<file path="src/common/cmd_pkg.sv">
package cmd_pkg;

  // ****************************************
  // Event status bit positions
  // ****************************************
  localparam int BIT_POWER_ON = 7;
  localparam int BIT_UNUSED = 6;
  localparam int BIT_CMD_ERR = 5;
  localparam int BIT_EXEC_ERR = 4;
  localparam int BIT_DEV_ERR = 3;
  localparam int BIT_QUERY_ERR = 2;
  localparam int BIT_REQ_CTRL = 1;
  localparam int BIT_OP_DONE = 0;
  localparam int STB_SUMMARY_BIT = 5;

  // ****************************************
  // Reset values and masks
  // ****************************************
  localparam logic [7:0] EVT_STAT_RST = 8'h80;
  localparam logic [7:0] EVT_EN_RST = 8'h00;
  localparam logic [7:0] SRQ_EN_RST = 8'h00;
  localparam logic [7:0] EVT_LIVE_MASK = 8'hbd;
  localparam logic [7:0] ERR_CNT_MAX = 8'hff;

  // ****************************************
  // Reply text
  // ****************************************
  localparam int RESP_MAX = 24;
  localparam int LEN_W = 5;
  localparam logic [7:0] CH_PLUS = 8'h2b;
  localparam logic [7:0] CH_NL = 8'h0a;
  localparam logic [7:0] CH_HASH = 8'h23;
  localparam logic [7:0] CH_ONE = 8'h31;
  localparam logic [7:0] CH_TWO = 8'h32;
  localparam logic [7:0] CH_ZERO = 8'h30;
  localparam logic [7:0] CH_COLON = 8'h3a;
  // Identity text, values arbitrary
  localparam int IDN_LEN = 20;
  localparam logic [8*IDN_LEN-1:0] IDN_TEXT = "MAKER,MDL1,SN0001,A1";
  localparam int HDR_LEN = 9;
  localparam logic [8*HDR_LEN-1:0] SETUP_RESTORE_HEADER = 72'h3a_53_59_53_54_3a_53_45_54;

  // ****************************************
  // Command and event carriers
  // ****************************************
  typedef enum logic [3:0] {
    CMD_NONE, CMD_CLR_STATUS, CMD_EVT_EN_WR, CMD_EVT_EN_RD, CMD_EVT_STAT_RD,
    CMD_IDENT_RD, CMD_LEARN_RD, CMD_OP_DONE, CMD_SRQ_EN_WR, CMD_SUBSYS
  } cmd_code_e;

  typedef struct packed {
    cmd_code_e code;
    logic [7:0] arg;
    logic compound;
  } cmd_s;

  typedef struct packed {
    logic cmd_err;
    logic exec_err;
    logic dev_err;
    logic query_err;
  } evt_s;

endpackage

</file>
<file path="src/core/dec_ascii.sv">
`timescale 1ns/1ps
`default_nettype none
module dec_ascii import cmd_pkg::*; (
  // Value in
  input wire logic [7:0] val,
  // Digits out
  output logic [7:0] hund,
  output logic [7:0] tens,
  output logic [7:0] ones,
  output logic [1:0] ndig
);
  logic [7:0] h;
  logic [7:0] t;
  logic [7:0] o;

  always_comb begin
    h = val / 8'd100;
    t = (val % 8'd100) / 8'd10;
    o = val % 8'd10;
    hund = CH_ZERO + h;
    tens = CH_ZERO + t;
    ones = CH_ZERO + o;
    if (h != 8'h00) begin
      ndig = 2'd3;
    end else if (t != 8'h00) begin
      ndig = 2'd2;
    end else begin
      ndig = 2'd1;
    end
  end
endmodule
`default_nettype wire

</file>
<file path="src/core/resp_ser.sv">
`timescale 1ns/1ps
`default_nettype none
module resp_ser import cmd_pkg::*; #(
  parameter int W = RESP_MAX
) (
  // Clock and reset
  input wire logic clk_sys,
  input wire logic rst,
  // Load side
  input wire logic load,
  input wire logic [LEN_W-1:0] len,
  input wire logic [8*W-1:0] data,
  output logic busy,
  // Byte stream
  input wire logic out_ready,
  output logic out_valid,
  output logic [7:0] out_data,
  output logic out_last
);
  typedef enum logic {SER_IDLE, SER_SEND} ser_state_e;
  ser_state_e state_q, state_d;
  logic [8*W-1:0] data_q, data_d;
  logic [LEN_W-1:0] len_q, len_d, idx_q, idx_d;
  logic valid_q, valid_d, last_q, last_d;
  logic [7:0] byte_q, byte_d;

  always_comb begin
    state_d = state_q;
    data_d = data_q;
    len_d = len_q;
    idx_d = idx_q;
    valid_d = valid_q;
    last_d = last_q;
    byte_d = byte_q;
    case (state_q)
      SER_IDLE: begin
        if (load) begin
          data_d = data;
          len_d = len;
          idx_d = LEN_W'(1);
          byte_d = data[7:0];
          last_d = (len == LEN_W'(1));
          valid_d = 1'b1;
          state_d = SER_SEND;
        end
      end
      SER_SEND: begin
        if (out_ready) begin
          if (last_q) begin
            valid_d = 1'b0;
            last_d = 1'b0;
            state_d = SER_IDLE;
          end else begin
            byte_d = data_q[8*idx_q +: 8];
            idx_d = idx_q + LEN_W'(1);
            last_d = (idx_q + LEN_W'(1) == len_q);
          end
        end
      end
      default: state_d = SER_IDLE;
    endcase
  end

  always_ff @(posedge clk_sys) begin
    if (rst) begin
      state_q <= SER_IDLE;
      data_q <= '0;
      len_q <= '0;
      idx_q <= '0;
      valid_q <= 1'b0;
      last_q <= 1'b0;
      byte_q <= 8'h00;
    end else begin
      state_q <= state_d;
      data_q <= data_d;
      len_q <= len_d;
      idx_q <= idx_d;
      valid_q <= valid_d;
      last_q <= last_d;
      byte_q <= byte_d;
    end
  end

  assign busy = (state_q == SER_SEND);
  assign out_valid = valid_q;
  assign out_data = byte_q;
  assign out_last = last_q;
endmodule
`default_nettype wire

</file>
<file path="src/core/common_cmd_status.sv">
`timescale 1ns/1ps
`default_nettype none
module common_cmd_status import cmd_pkg::*; (
  // Clock and reset
  input wire logic clk_sys,
  input wire logic rst,
  // Parsed commands
  input wire logic cmd_valid,
  input wire cmd_s cmd,
  // Device events
  input wire evt_s evt,
  input wire logic ops_pending,
  // Reply stream
  input wire logic out_ready,
  output logic out_valid,
  output logic [7:0] out_data,
  output logic out_last,
  // Status view
  output logic [7:0] status_byte,
  output logic srq_summary,
  output logic [3:0] subsys,
  output logic [7:0] err_count
);
  // ****************************************
  // State
  // ****************************************
  logic [7:0] evt_stat_q, evt_stat_d;
  logic [7:0] evt_en_q, evt_en_d;
  logic [7:0] srq_en_q, srq_en_d;
  logic [3:0] subsys_q, subsys_d;
  logic [7:0] err_cnt_q, err_cnt_d;
  logic opc_arm_q, opc_arm_d;
  logic summary_q, summary_d;
  logic srq_q, srq_d;
  logic [7:0] stb_d;
  logic [7:0] set_bits;
  logic [2:0] err_new;
  logic is_query, do_reply, do_cls, do_stat_rd;
  logic ser_busy;
  logic [7:0] dec_val, d_h, d_t, d_o;
  logic [1:0] d_n;
  logic [7:0] rb [RESP_MAX];
  logic [8*RESP_MAX-1:0] rflat;
  logic [LEN_W-1:0] rlen;
  int p;

  // ****************************************
  // Command decode
  // ****************************************
  always_comb begin
    // Accepted regardless of the compound flag
    is_query = cmd_valid && (cmd.code == CMD_EVT_EN_RD || cmd.code == CMD_EVT_STAT_RD ||
               cmd.code == CMD_IDENT_RD || cmd.code == CMD_LEARN_RD);
    do_reply = is_query && !ser_busy;
    do_cls = cmd_valid && (cmd.code == CMD_CLR_STATUS);
    do_stat_rd = do_reply && (cmd.code == CMD_EVT_STAT_RD);
  end

  // ****************************************
  // Event status and enables
  // ****************************************
  always_comb begin
    set_bits = 8'h00;
    set_bits[BIT_CMD_ERR] = evt.cmd_err;
    set_bits[BIT_EXEC_ERR] = evt.exec_err;
    set_bits[BIT_DEV_ERR] = evt.dev_err;
    set_bits[BIT_QUERY_ERR] = evt.query_err || (is_query && ser_busy);
    set_bits[BIT_OP_DONE] = opc_arm_q && !ops_pending;
    opc_arm_d = opc_arm_q;
    if (opc_arm_q && !ops_pending) begin
      opc_arm_d = 1'b0;
    end
    if (cmd_valid && cmd.code == CMD_OP_DONE) begin
      opc_arm_d = 1'b1;
    end
    if (do_cls) begin
      opc_arm_d = 1'b0;
    end
    // Clear by status read or clear command, new events win
    evt_stat_d = ((do_cls || do_stat_rd) ? 8'h00 : evt_stat_q) | set_bits;
    evt_stat_d = evt_stat_d & EVT_LIVE_MASK;
    evt_en_d = evt_en_q;
    if (cmd_valid && cmd.code == CMD_EVT_EN_WR) begin
      evt_en_d = cmd.arg & EVT_LIVE_MASK;
    end
    srq_en_d = srq_en_q;
    if (cmd_valid && cmd.code == CMD_SRQ_EN_WR) begin
      srq_en_d = cmd.arg;
    end
    // Subsystem only moves on a subsystem command
    subsys_d = subsys_q;
    if (cmd_valid && cmd.code == CMD_SUBSYS) begin
      subsys_d = cmd.arg[3:0];
    end
    err_new = 3'(evt.cmd_err) + 3'(evt.exec_err) + 3'(evt.dev_err) + 3'(evt.query_err);
    if (do_cls) begin
      err_cnt_d = 8'(err_new);
    end else if (err_cnt_q > ERR_CNT_MAX - 8'(err_new)) begin
      err_cnt_d = ERR_CNT_MAX;
    end else begin
      err_cnt_d = err_cnt_q + 8'(err_new);
    end
    summary_d = |(evt_stat_d & evt_en_d);
    stb_d = 8'h00;
    stb_d[STB_SUMMARY_BIT] = summary_d;
    srq_d = |(stb_d & srq_en_d);
  end

  always_ff @(posedge clk_sys) begin
    if (rst) begin
      evt_stat_q <= EVT_STAT_RST;
      evt_en_q <= EVT_EN_RST;
      srq_en_q <= SRQ_EN_RST;
      subsys_q <= 4'h0;
      err_cnt_q <= 8'h00;
      opc_arm_q <= 1'b0;
      summary_q <= 1'b0;
      srq_q <= 1'b0;
    end else begin
      evt_stat_q <= evt_stat_d;
      evt_en_q <= evt_en_d;
      srq_en_q <= srq_en_d;
      subsys_q <= subsys_d;
      err_cnt_q <= err_cnt_d;
      opc_arm_q <= opc_arm_d;
      summary_q <= summary_d;
      srq_q <= srq_d;
    end
  end

  // ****************************************
  // Reply build
  // ****************************************
  assign dec_val = (cmd.code == CMD_EVT_EN_RD) ? evt_en_q : evt_stat_q;

  dec_ascii u_dec (
    .val(dec_val),
    .hund(d_h),
    .tens(d_t),
    .ones(d_o),
    .ndig(d_n)
  );

  always_comb begin
    p = 0;
    for (int i = 0; i < RESP_MAX; i++) begin
      rb[i] = 8'h00;
    end
    // Only the setup block reply carries a command header
    case (cmd.code)
      CMD_EVT_EN_RD, CMD_EVT_STAT_RD: begin
        if (cmd.code == CMD_EVT_EN_RD) begin
          rb[p] = CH_PLUS;
          p = p + 1;
        end
        if (d_n == 2'd3) begin
          rb[p] = d_h;
          p = p + 1;
        end
        if (d_n != 2'd1) begin
          rb[p] = d_t;
          p = p + 1;
        end
        rb[p] = d_o;
        rb[p + 1] = CH_NL;
        p = p + 2;
      end
      CMD_IDENT_RD: begin
        for (int i = 0; i < IDN_LEN; i++) begin
          rb[i] = IDN_TEXT[8*(IDN_LEN-1-i) +: 8];
        end
        rb[IDN_LEN] = CH_NL;
        p = IDN_LEN + 1;
      end
      CMD_LEARN_RD: begin
        for (int i = 0; i < HDR_LEN; i++) begin
          rb[i] = SETUP_RESTORE_HEADER[8*(HDR_LEN-1-i) +: 8];
        end
        rb[HDR_LEN] = CH_HASH;
        rb[HDR_LEN + 1] = CH_ONE;
        rb[HDR_LEN + 2] = CH_TWO;
        rb[HDR_LEN + 3] = evt_en_q;
        rb[HDR_LEN + 4] = srq_en_q;
        rb[HDR_LEN + 5] = CH_NL;
        p = HDR_LEN + 6;
      end
      default: p = 1;
    endcase
    rlen = LEN_W'(p);
    for (int i = 0; i < RESP_MAX; i++) begin
      rflat[8*i +: 8] = rb[i];
    end
  end

  resp_ser #(.W(RESP_MAX)) u_ser (
    .clk_sys(clk_sys),
    .rst(rst),
    .load(do_reply),
    .len(rlen),
    .data(rflat),
    .busy(ser_busy),
    .out_ready(out_ready),
    .out_valid(out_valid),
    .out_data(out_data),
    .out_last(out_last)
  );

  // ****************************************
  // Outputs
  // ****************************************
  always_comb begin
    status_byte = 8'h00;
    status_byte[STB_SUMMARY_BIT] = summary_q;
  end
  assign srq_summary = srq_q;
  assign subsys = subsys_q;
  assign err_count = err_cnt_q;
endmodule
`default_nettype wire

</file>
<file path="config.mk">
export PLATFORM = sky130hd
export DESIGN_NAME = common_cmd_status
export DESIGN_NICKNAME = d
export VERILOG_FILES = /design/src/common/cmd_pkg.sv /design/src/core/dec_ascii.sv /design/src/core/resp_ser.sv /design/src/core/common_cmd_status.sv
export SDC_FILE = /design/constraint.sdc
export NUM_CORES = 1
export LEC_CHECK = 0
export ABC_CLOCK_PERIOD_IN_PS = 5650
export BUFFER_PORTS_ARGS = -buffer_cell sky130_fd_sc_hd__buf_2
export CAP_MARGIN = 10
export CORE_ASPECT_RATIO = 0.7
export CORE_UTILIZATION = 41
export DETAILED_ROUTE_END_ITERATION = 10
export GPL_ROUTABILITY_DRIVEN = 0
export GPL_TIMING_DRIVEN = 0
export PLACE_DENSITY = 0.7
export REMOVE_ABC_BUFFERS = 1
export SLEW_MARGIN = 10
export SYNTH_ARGS = -nofsm -noshare
export SYNTH_HDL_FRONTEND = slang
export SYNTH_SLANG_ARGS = --single-unit
</file>
<file path="constraint.sdc">
create_clock -name clk_sys -period 5.65 [get_ports clk_sys]
set_input_delay 0.565 -clock clk_sys [delete_from_list [all_inputs] [get_ports clk_sys]]
set_output_delay 0.565 -clock clk_sys [all_outputs]
set_load 0.1 [all_outputs]
</file>
Word-level counts from Yosys, hierarchy flattened
Cells that the tools add are included.

storage, ports and cells
  register bits = 252
  bits of input ports = 22
  output and inout bits = 31
  word-level logic and storage cells = 161

cells by class
  $add $sub $neg = 13
  div/mod/pow operators = 4
  order comparisons = 9
  equality and inequality tests = 17
  shifts and indexed selects = 1
  multiplexer cells = 57
  bitwise logic cells = 11
  reductions and logical operators = 32

operators with widths
  operator                                                                               count
  192-bit two-way mux                                                                    4
  192-bit bitwise mux                                                                    3
  120-bit case mux with 3 select lines                                                   1
  192-bit by 9-bit variable part select with 8-bit output                                1
  8-bit demux with 5-bit select                                                          4
  32-bit two-way mux                                                                     5
  144-bit AND                                                                            1
  144-bit NOT                                                                            1
  32-bit by 6-bit greater-or-equal comparator with 1-bit output (second input constant)  4
  32-bit by 1-bit < comparator with 1-bit output (second input constant)                 4
  32-bit NOT                                                                             4
  8-bit two-way mux                                                                      13
  32-bit by 2-bit adder with 32-bit output (second input constant)                       3
  48-bit case mux with 2 select lines                                                    1
  48-bit bitwise OR                                                                      1
  6-bit by 8-bit adder with 8-bit output (first input constant)                          3
  24-bit two-way mux                                                                     1
  4-bit by 3-bit == test with 1-bit output (second input constant)                       4
  8-bit case mux with 2 select lines                                                     1
  8-bit nonzero test                                                                     2
  8-bit OR reduction                                                                     2
  5-bit two-way mux                                                                      3
  5-bit case mux with 3 select lines                                                     1
  1-bit logical AND                                                                      14
  other kinds (36)                                                                       63

Longest topological paths before layout
Gate-level depths: netlist (run 1).

  depth in word-level cells = 24
  depth in mapped cells = 25

Hierarchy
Synthesis (run 1) repeated with hierarchy kept, for this count alone.

unflattened totals
  cells, all modules = 1841
  area total of the unflattened synthesis = 13845.8 µm²

by module, submodules not included
  module             instances  cells each  area an instance (µm²)
  resp_ser           1          1172        9258.9
  common_cmd_status  1          455         3218.1
  dec_ascii          1          214         1368.8

Worst setup path before layout (run 1)
OpenSTA, ideal clock, no wires.

  path type = input-to-reg
  from = input cmd[10] in the netlist's numbering
  to = register u_ser.byte_q[6] (netlist: u_ser.out_data[6])
  setup time = 0.131 ns
  arrival = 5.710 ns
  data required time = 5.519 ns
  path slack = -0.191 ns
  stages on the path = 24
  path buffers = 3
  path through = clkbuf_2 -> nand4bb_1 -> buf_2 -> buf_4 -> nand2_1 -> nand2_1 -> clkinv_1 -> ha_1 -> nor4bb_1 -> a31oi_1 -> o22ai_1 -> o21ai_0 -> o211ai_1 -> nor2_1 -> xnor2_1 -> ha_1 -> a311oi_1 -> o211ai_1 -> o21ai_2 -> ha_1 -> or4_1 -> nand3_4 -> o31a_1 -> nor3_2

between the ends
  word-level cells in the longest chain between the ends = 24
  elaborated cells between the ends (all ways) = 71
  classes of those cells = add/sub (6); div (4); order compare (8); eq/ne (7); mux (27); bitwise (6); reduce/logical (13)

RTL lines
  item                                             line                      source
  from (decl)                                      common_cmd_status.sv:9    input wire cmd_s cmd,
  4-bit by 2-bit == test with 1-bit output         -
  8-bit two-way mux                                common_cmd_status.sv:134  assign dec_val = (cmd.code == CMD_EVT_EN_RD) ? evt_en_q : evt_stat_q;
  8-bit by 7-bit remainder unit with 8-bit output  dec_ascii.sv:18           t = (val % 8'd100) / 8'd10;
  8-bit by 4-bit divider with 8-bit output         dec_ascii.sv:18
  8-bit nonzero test                               dec_ascii.sv:25           end else if (t != 8'h00) begin
  2-bit two-way mux                                dec_ascii.sv:25
  2-bit two-way mux                                dec_ascii.sv:23           if (h != 8'h00) begin
  2-bit == test                                    common_cmd_status.sv:156  if (d_n == 2'd3) begin
  (+8 left out)                                    -
  1-bit logical AND (not written as such)          common_cmd_status.sv:165  rb[p + 1] = CH_NL;
  8-bit two-way mux (not written as such)          common_cmd_status.sv:165
  8-bit demux with 5-bit select                    common_cmd_status.sv:165
  144-bit NOT (no source line)                     -
  144-bit AND (no source line)                     -
  120-bit case mux with 3 select lines             common_cmd_status.sv:150  case (cmd.code)
  8-bit two-way mux                                resp_ser.sv:37            if (load) begin
  8-bit case mux with 2 select lines               resp_ser.sv:35            case (state_q)
  to (signal assigned)                             resp_ser.sv:80            byte_q <= byte_d;
  to (decl)                                        resp_ser.sv:25            logic [7:0] byte_q, byte_d;

Several ways; a longest one is shown, not always the timed one. The select of a mux whose other input is x is not followed.
A chain may end at the register's enable or synchronous reset.

Final worst setup path (run 1)
  from = input cmd[12] in the netlist's numbering
  to = register u_ser.byte_q[6] (netlist: u_ser.out_data[6])

Same word-level chain as after synthesis.

==> impl_metrics.json, run 1 <==
{
  "yosys-top-cells-count": "dfxtp_1 (148), nor2_1 (141), nand2_1 (103)",
  "busiest_layer": "met1",
  "worstSkewPairLatency_ps": 430,
  "htree_num_levels": 4,
  "drt_iter0_drc": 948,
  "grt_pass1_vias": 6928,
  "end_kind": "flip-flop",
  "ys_ff_latch": 148,
  "grt_start_max_net_pins": 101,
  "period_share": 0.9644,
  "drv_slew": 0,
  "cts_buffer_depth": 2,
  "status": "complete, no violations",
  "p_leak_nw": 3.616,
  "design_area_mm2": 0.009513,
  "switchingPower_mw": 1.155,
  "cts_tree": "built",
  "hold_buffers": 0,
  "syn_inst": 1007,
  "pre_cts_ws_ps": -2025,
  "port_buffers": 44,
  "synth_top_cell_area_share": 0.3538,
  "antenna_found_initial": 0,
  "cts-root-buf": "clkbuf_16",
  "grt-ovfl-total": 0,
  "first_pass_iters": 8,
  "core_mm2": 0.01991,
  "die_w_um": 172.8,
  "met1_usage": 0.3600,
  "vias": 7856,
  "fillCellCount": 1938,
  "synth_area_leaders": "dfxtp_1 (35%), nor2_1 (6.3%), mux4_2 (5.1%)",
  "final_util": 0.4779,
  "ys.flop_type": "dfxtp_1",
  "fin_nets": 1064,
  "async_flop_share": 0,
  "die_area_mm2": 0.02101,
  "grt_pass1_wl_mm": 39.18,
  "synth_area_leader_cell": "dfxtp_1",
  "core.rowCount": 43,
  "power_frac_comb": 0.291,
  "initial_utilization": 0.4207,
  "finalSetupTns_ps": 0,
  "ys_types": 87,
  "hold_path_class": "input port to flip-flop",
  "synth-edff-count": 0,
  "synth_most_common_cell": "dfxtp_1",
  "routedWlPerCell_um": 19.30,
  "die_h_um": 121.6,
  "place_inst": 1263,
  "maxCapViolations": 0,
  "syn_avg_cell_area_um2": 8.316,
  "ir_drop_mv": 0.1662,
  "swShare": 0.3532,
  "p_int_mw": 2.115,
  "clock_power_share": 0.364,
  "crit_required_ps": 5960,
  "post-route-min-period_ps": 5449,
  "numCtsBuffers": 17,
  "hold_viol": 0,
  "tightest_slew_ps": 1290,
  "via_per_inst": 6.034,
  "crit_arrival_ps": 5760,
  "detail-route-antenna-nets": 0,
  "setup_viol": 0,
  "cts.sink_count": 148,
  "diodes": 0,
  "fmax_mhz": 183.5,
  "area_growth_pct": 13.60,
  "path_class": "input port to flip-flop",
  "post_dp_cell_area_mm2": 0.008750,
  "dp_hpwl_mm": 17.39,
  "ios": 53,
  "cp_max_fo": 9,
  "finalClockSkew_ps": 6.585,
  "wl_mm": 25.13,
  "seq_power_share": 0.345,
  "use_met3": 0.06804,
  "syn_area_mm2": 0.008374,
  "drc": 0,
  "finalNonFillerCells": 1302,
  "setup_ws_ps": 201.4,
  "grt.met2_usage": 0.3281,
  "crit_path_start_kind": "input port",
  "max_slew_margin": 0.1368,
  "clk_pin_slew_worst_paths_ps": 60,
  "grt_use_total": 0.2407,
  "power_density_mw_per_mm2": 343.7,
  "yosysWarnings": 0,
  "final_layout_size_suffix_gt1_frac": 0.1502,
  "yosysSeqAreaShare": 0.3538
}
[power groups by stage]
| stage | clock network (mW) | registers (mW) | logic, mW |
|---|---|---|---|
| 5_1_grt | 1.24 | 1.13 | 1.02 |
| 4_1_cts | 1.20 | 1.13 | 0.883 |
| 3_5_place_dp | 0 | 1.15 | 0.862 |
| 3_3_place_gp | 0 | 1.16 | 0.839 |
| 2_1_floorplan | 0 | 1.26 | 0.513 |
| 6_report | 1.19 | 1.13 | 0.953 |
[final cells by class]
type	instances	area, um^2	share of cell area
repair buffers	56	365.4	0.03841
multi-input cells	770	5132	0.5395
inverters	27	103.9	0.01092
clock inverters	10	147.6	0.01552
flip-flops and latches	148	2965	0.3117
well taps	270	337.8	0.03551
clock buffers	21	460.4	0.04840
[critical path: stages]
cell       delay [ps]
buf_2             150
nand4bb_4         380
mux2i_4           240
inv_1              60
ha_1              300
and3b_1           190
or3_1             340
o311a_1           230
or4_4             530
o211a_1           160
nor2_1            170
xnor2_2           180
ha_4              240
a311oi_2           70
o211ai_1          310
buf_4             210
o211ai_1          140
ha_4              210
or4_1             580
nand3_4           230
o31a_1            200
nor3_2             50
[final timing paths]
check                                                   start                             end  slack, ps  cells past startpoint
worst max-delay path                                  cmd[12]  u_ser.out_data[6]$_SDFFE_PP0P_        200                     22
worst min-delay path                                   cmd[7]        srq_en_q[6]$_SDFFE_PP0P_        370                      3
worst max register to register       evt_stat_q[7]$_SDFF_PP1_  u_ser.out_data[6]$_SDFFE_PP0P_        250                     20
worst min register to register  u_ser.data_q[73]$_SDFFE_PP0P_   u_ser.data_q[73]$_SDFFE_PP0P_        450                      2
[cell families after synthesis]
family / Yosys count / synth area share
simple gates: 376 / 0.2104
compound gates: 275 / 0.2183
flops: 148 / 0.3538
buf+inv: 98 / 0.04945
mux: 64 / 0.1083
fa+ha+maj: 24 / 0.03705
xor+xnor: 20 / 0.02181
other cells: 2 / 0.0008968
[timing repair]
item,4_1_cts,5_1_grt
endpoints found under the setup margin,38,11
gates resized for setup,11,7
hold endpoints to repair,0,0
setup buffers,3,5
pin swaps,2,2
[stage by stage]
step | power, mW | hold slack, ps
floorplan | 1.777 | 419.6
global placement | 1.997 | 434.7
detailed placement | 2.012 | 438.8
CTS | 3.207 | 366.7
global route | 3.391 | 378.6
finish | 3.270 | 370.3
[state kept, by name (all words and copies together), names as in the netlist]
register         count
u_ser.out_valid      1
srq_en_q             8
subsys               4
u_ser.out_data       8
err_count            8
u_ser.out_last       1
u_ser.idx_q          5
evt_stat_q           6
opc_arm_q            1
u_ser.data_q        93
u_ser.busy           1
evt_en_q             6
u_ser.len_q          4
summary_q            1
srq_summary          1
[routing by layer]
layer | vias to the layer above | wire (um) | part of all wire
li1 | 3674 | - | -
met1 | 3773 | 11860 | 0.47
met2 | 364 | 10200 | 0.41
met3 | 45 | 2639 | 0.11
met4 | 0 | 431 | 0.017
met5 | - | 0 | 0
[layout by cell type, fill, tap and decap left out, drive strengths merged, types with 7 or more instances in the layout]
master  synthesis  routed
dfxtp         148     148
nor2          141     141
nand2         103     103
a21oi          85      85
buf            18      56
mux2i          38      38
nor3           37      37
o21ai          37      37
inv            25      28
nand3          23      23
o211ai         22      22
a211oi         21      21
clkbuf         53      21
ha             20      20
mux4           19      19
a31oi          18      18
xnor2          13      13
and2           13      13
a22oi          11      11
conb            2      11
o22ai          11      11
a311oi         11      11
nor2b           9       9
nand2b          8       8
a21o            8       8
mux2            7       7
xor2            7       7
Note: power is estimated with default switching activity, not from simulation.
==> run 2, diff against run 1 <==
- CORE_UTILIZATION: 41 -> 40
- PLACE_DENSITY: 0.7 -> 0.69
==> run 2 against run 1 <==
Effect of this change: sequential power about the same; total power decreased by 2.2%; first-iteration DRC count increased by 6.2%; clock power decreased by 3%; flip-flop and latch count unchanged; via count increased by 0.97%; critical endpoint unchanged.
==> impl_metrics.json, run 2 (synthesis results as in run 1) <==
{
  "maxCapViolations": 0,
  "hp-start": "cmd[7]",
  "setup_ws_ps": 239.3,
  "drt_iter0_drc": 1007,
  "cp_max_fo": 10,
  "regToRegSetupSlack_ps": 390,
  "final_common_cell": "dfxtp_1",
  "holdPathEnd": "srq_en_q[6]$_SDFFE_PP0P_",
  "diodes": 0,
  "ir_drop_mv": 0.1994,
  "hold_depth": 3,
  "wl_mm": 25.49,
  "grt_pass1_vias": 7161,
  "period_share": 0.9576,
  "core.rowCount": 43,
  "via_per_inst": 6.069,
  "status": "complete, no violations",
  "design_area_mm2": 0.009538,
  "fin_nets": 1068,
  "detail-route-antenna-nets": 0,
  "routedWlPerCell_um": 19.50,
  "pre_cts_ws_ps": -1940,
  "grt_setup_unrepaired": "no",
  "path_class": "input port to flip-flop",
  "crit_required_ps": 5970,
  "reg2reg_depth": 19,
  "numCtsBuffers": 17,
  "worstReg2RegEnd": "u_ser.out_data[6]$_SDFFE_PP0P_",
  "post_dp_cell_area_mm2": 0.008750,
  "finalClockSkew_ps": 15.53,
  "crit_path_start_kind": "input port",
  "hold_viol": 0,
  "clk_pin_slew_worst_paths_ps": 70,
  "cts.sink_count": 148,
  "core_mm2": 0.02018,
  "grt_use_total": 0.2411,
  "ios": 53,
  "initial_utilization": 0.4151,
  "die_h_um": 123.1,
  "cts_tree": "built",
  "final_layout_size_suffix_gt1_frac": 0.1620,
  "crit_arrival_ps": 5740,
  "largest_register": "u_ser.data_q",
  "die_w_um": 174.9,
  "antenna_found_initial": 0,
  "largest_reg_flops": 93,
  "htree_num_levels": 4,
  "tightest_slew_ps": 1060,
  "die_area_mm2": 0.02153,
  "dp_hpwl_mm": 17.73,
  "layout_common_cells": "dfxtp_1 (143), nor2_1 (140), nand2_1 (101), a21oi_1 (84), buf_2 (43)",
  "first_pass_iters": 6,
  "rr_startpoint": "evt_stat_q[5]$_SDFF_PP0_",
  "drv_slew": 0,
  "grt-ovfl-total": 0,
  "cts-root-buf": "clkbuf_16",
  "fmax_mhz": 184.8,
  "worstSkewPairLatency_ps": 440,
  "vias": 7932,
  "port_buffers": 44,
  "end_kind": "flip-flop",
  "hold_path_class": "input port to flip-flop",
  "setup_viol": 0,
  "grt_pass1_wl_mm": 39.83,
  "fillCellCount": 1934,
  "grt_start_max_net_pins": 111,
  "area_growth_pct": 13.90,
  "max_slew_margin": 0.2908,
  "drc": 0,
  "cts_buffer_depth": 2,
  "post-route-min-period_ps": 5411,
  "p_leak_nw": 3.628,
  "power_density_mw_per_mm2": 335.4
}
-- run 2: area by class of cell --
| type | instances | area [um^2] | share of cell area |
|---|---|---|---|
| Tap cell | 270 | 337.8 | 0.03542 |
| Sequential cell | 148 | 2969 | 0.3113 |
| Timing Repair Buffer | 59 | 387.9 | 0.04067 |
| Clock inverter | 15 | 171.4 | 0.01797 |
| Clock buffer | 17 | 425.4 | 0.04460 |
| Multi-Input combinational cell | 771 | 5142 | 0.5392 |
| Inverter | 27 | 103.9 | 0.01089 |
-- run 2: worst max path at each step --
stage,depth (start not counted),start,to
2_1_floorplan,20,cmd[11],u_ser.data_q[6]$_SDFFE_PP0P_
3_5_place_dp,20,cmd[11],u_ser.out_data[6]$_SDFFE_PP0P_
5_1_grt,23,cmd[12],u_ser.out_data[5]$_SDFFE_PP0P_
4_1_cts,22,cmd[11],u_ser.out_data[6]$_SDFFE_PP0P_
6_report,21,cmd[12],u_ser.out_data[6]$_SDFFE_PP0P_
3_3_place_gp,20,cmd[11],u_ser.out_data[6]$_SDFFE_PP0P_
-- run 2: critical path, cell delays in order --
cell and delay (ps):
buf_2 170, nand4bb_4 360, mux2i_4 240, inv_1 60, ha_1 300, and3b_1 190
or3_1 350, o311a_1 240, or4_4 540, and2_4 210, o22ai_1 290, ha_4 260
a311oi_2 70, o211ai_1 310, buf_4 220, o211ai_1 100, ha_2 220, or4_1 570
nand3_4 200, o31a_1 210, nor3_2 50
-- run 2: per-stage QoR --
| step | total power, mW | setup TNS, ps | hold slack, ps | utilization | std cells |
|---|---|---|---|---|---|
| after floorplan | 1.777 | -2365 | 419.6 | - | 945 |
| after global placement | 1.987 | -46410 | 433.6 | 0.4289 | 1259 |
| after detailed placement | 2.005 | -42290 | 440.9 | 0.4337 | 1263 |
| after CTS | 3.161 | 0 | 342.8 | 0.4670 | 1298 |
| after global routing | 3.328 | 0 | 385.7 | 0.4727 | 1307 |
| final | 3.199 | 0 | 348.9 | 0.4727 | 1307 |
-- run 2: per-layer routing --
layer | routed length, um | GRT usage | vias to the layer above
met2 | 10160 | 0.3281 | 400
met4 | 492 | 0.07446 | 0
met3 | 2566 | 0.05873 | 49
met1 | 12270 | 0.3667 | 3791
met5 | 0 | 0 | -
li1 | - | - | 3692
-- run 2: power breakdown --
| part | internal [mW] | total, mW | switching [mW] |
|---|---|---|---|
| logic | 0.290 | 0.920 | 0.630 |
| registers | 1.09 | 1.13 | 0.0395 |
| clock network | 0.629 | 1.15 | 0.523 |
-- run 2: repair_timing --
item                       4_1_cts  5_1_grt
gates cloned                     0        1
resized for setup               11       11
pin swaps                        2        2
setup endpoints to repair       36       12
buffers inserted                 3        8
hold buffers                     0        0
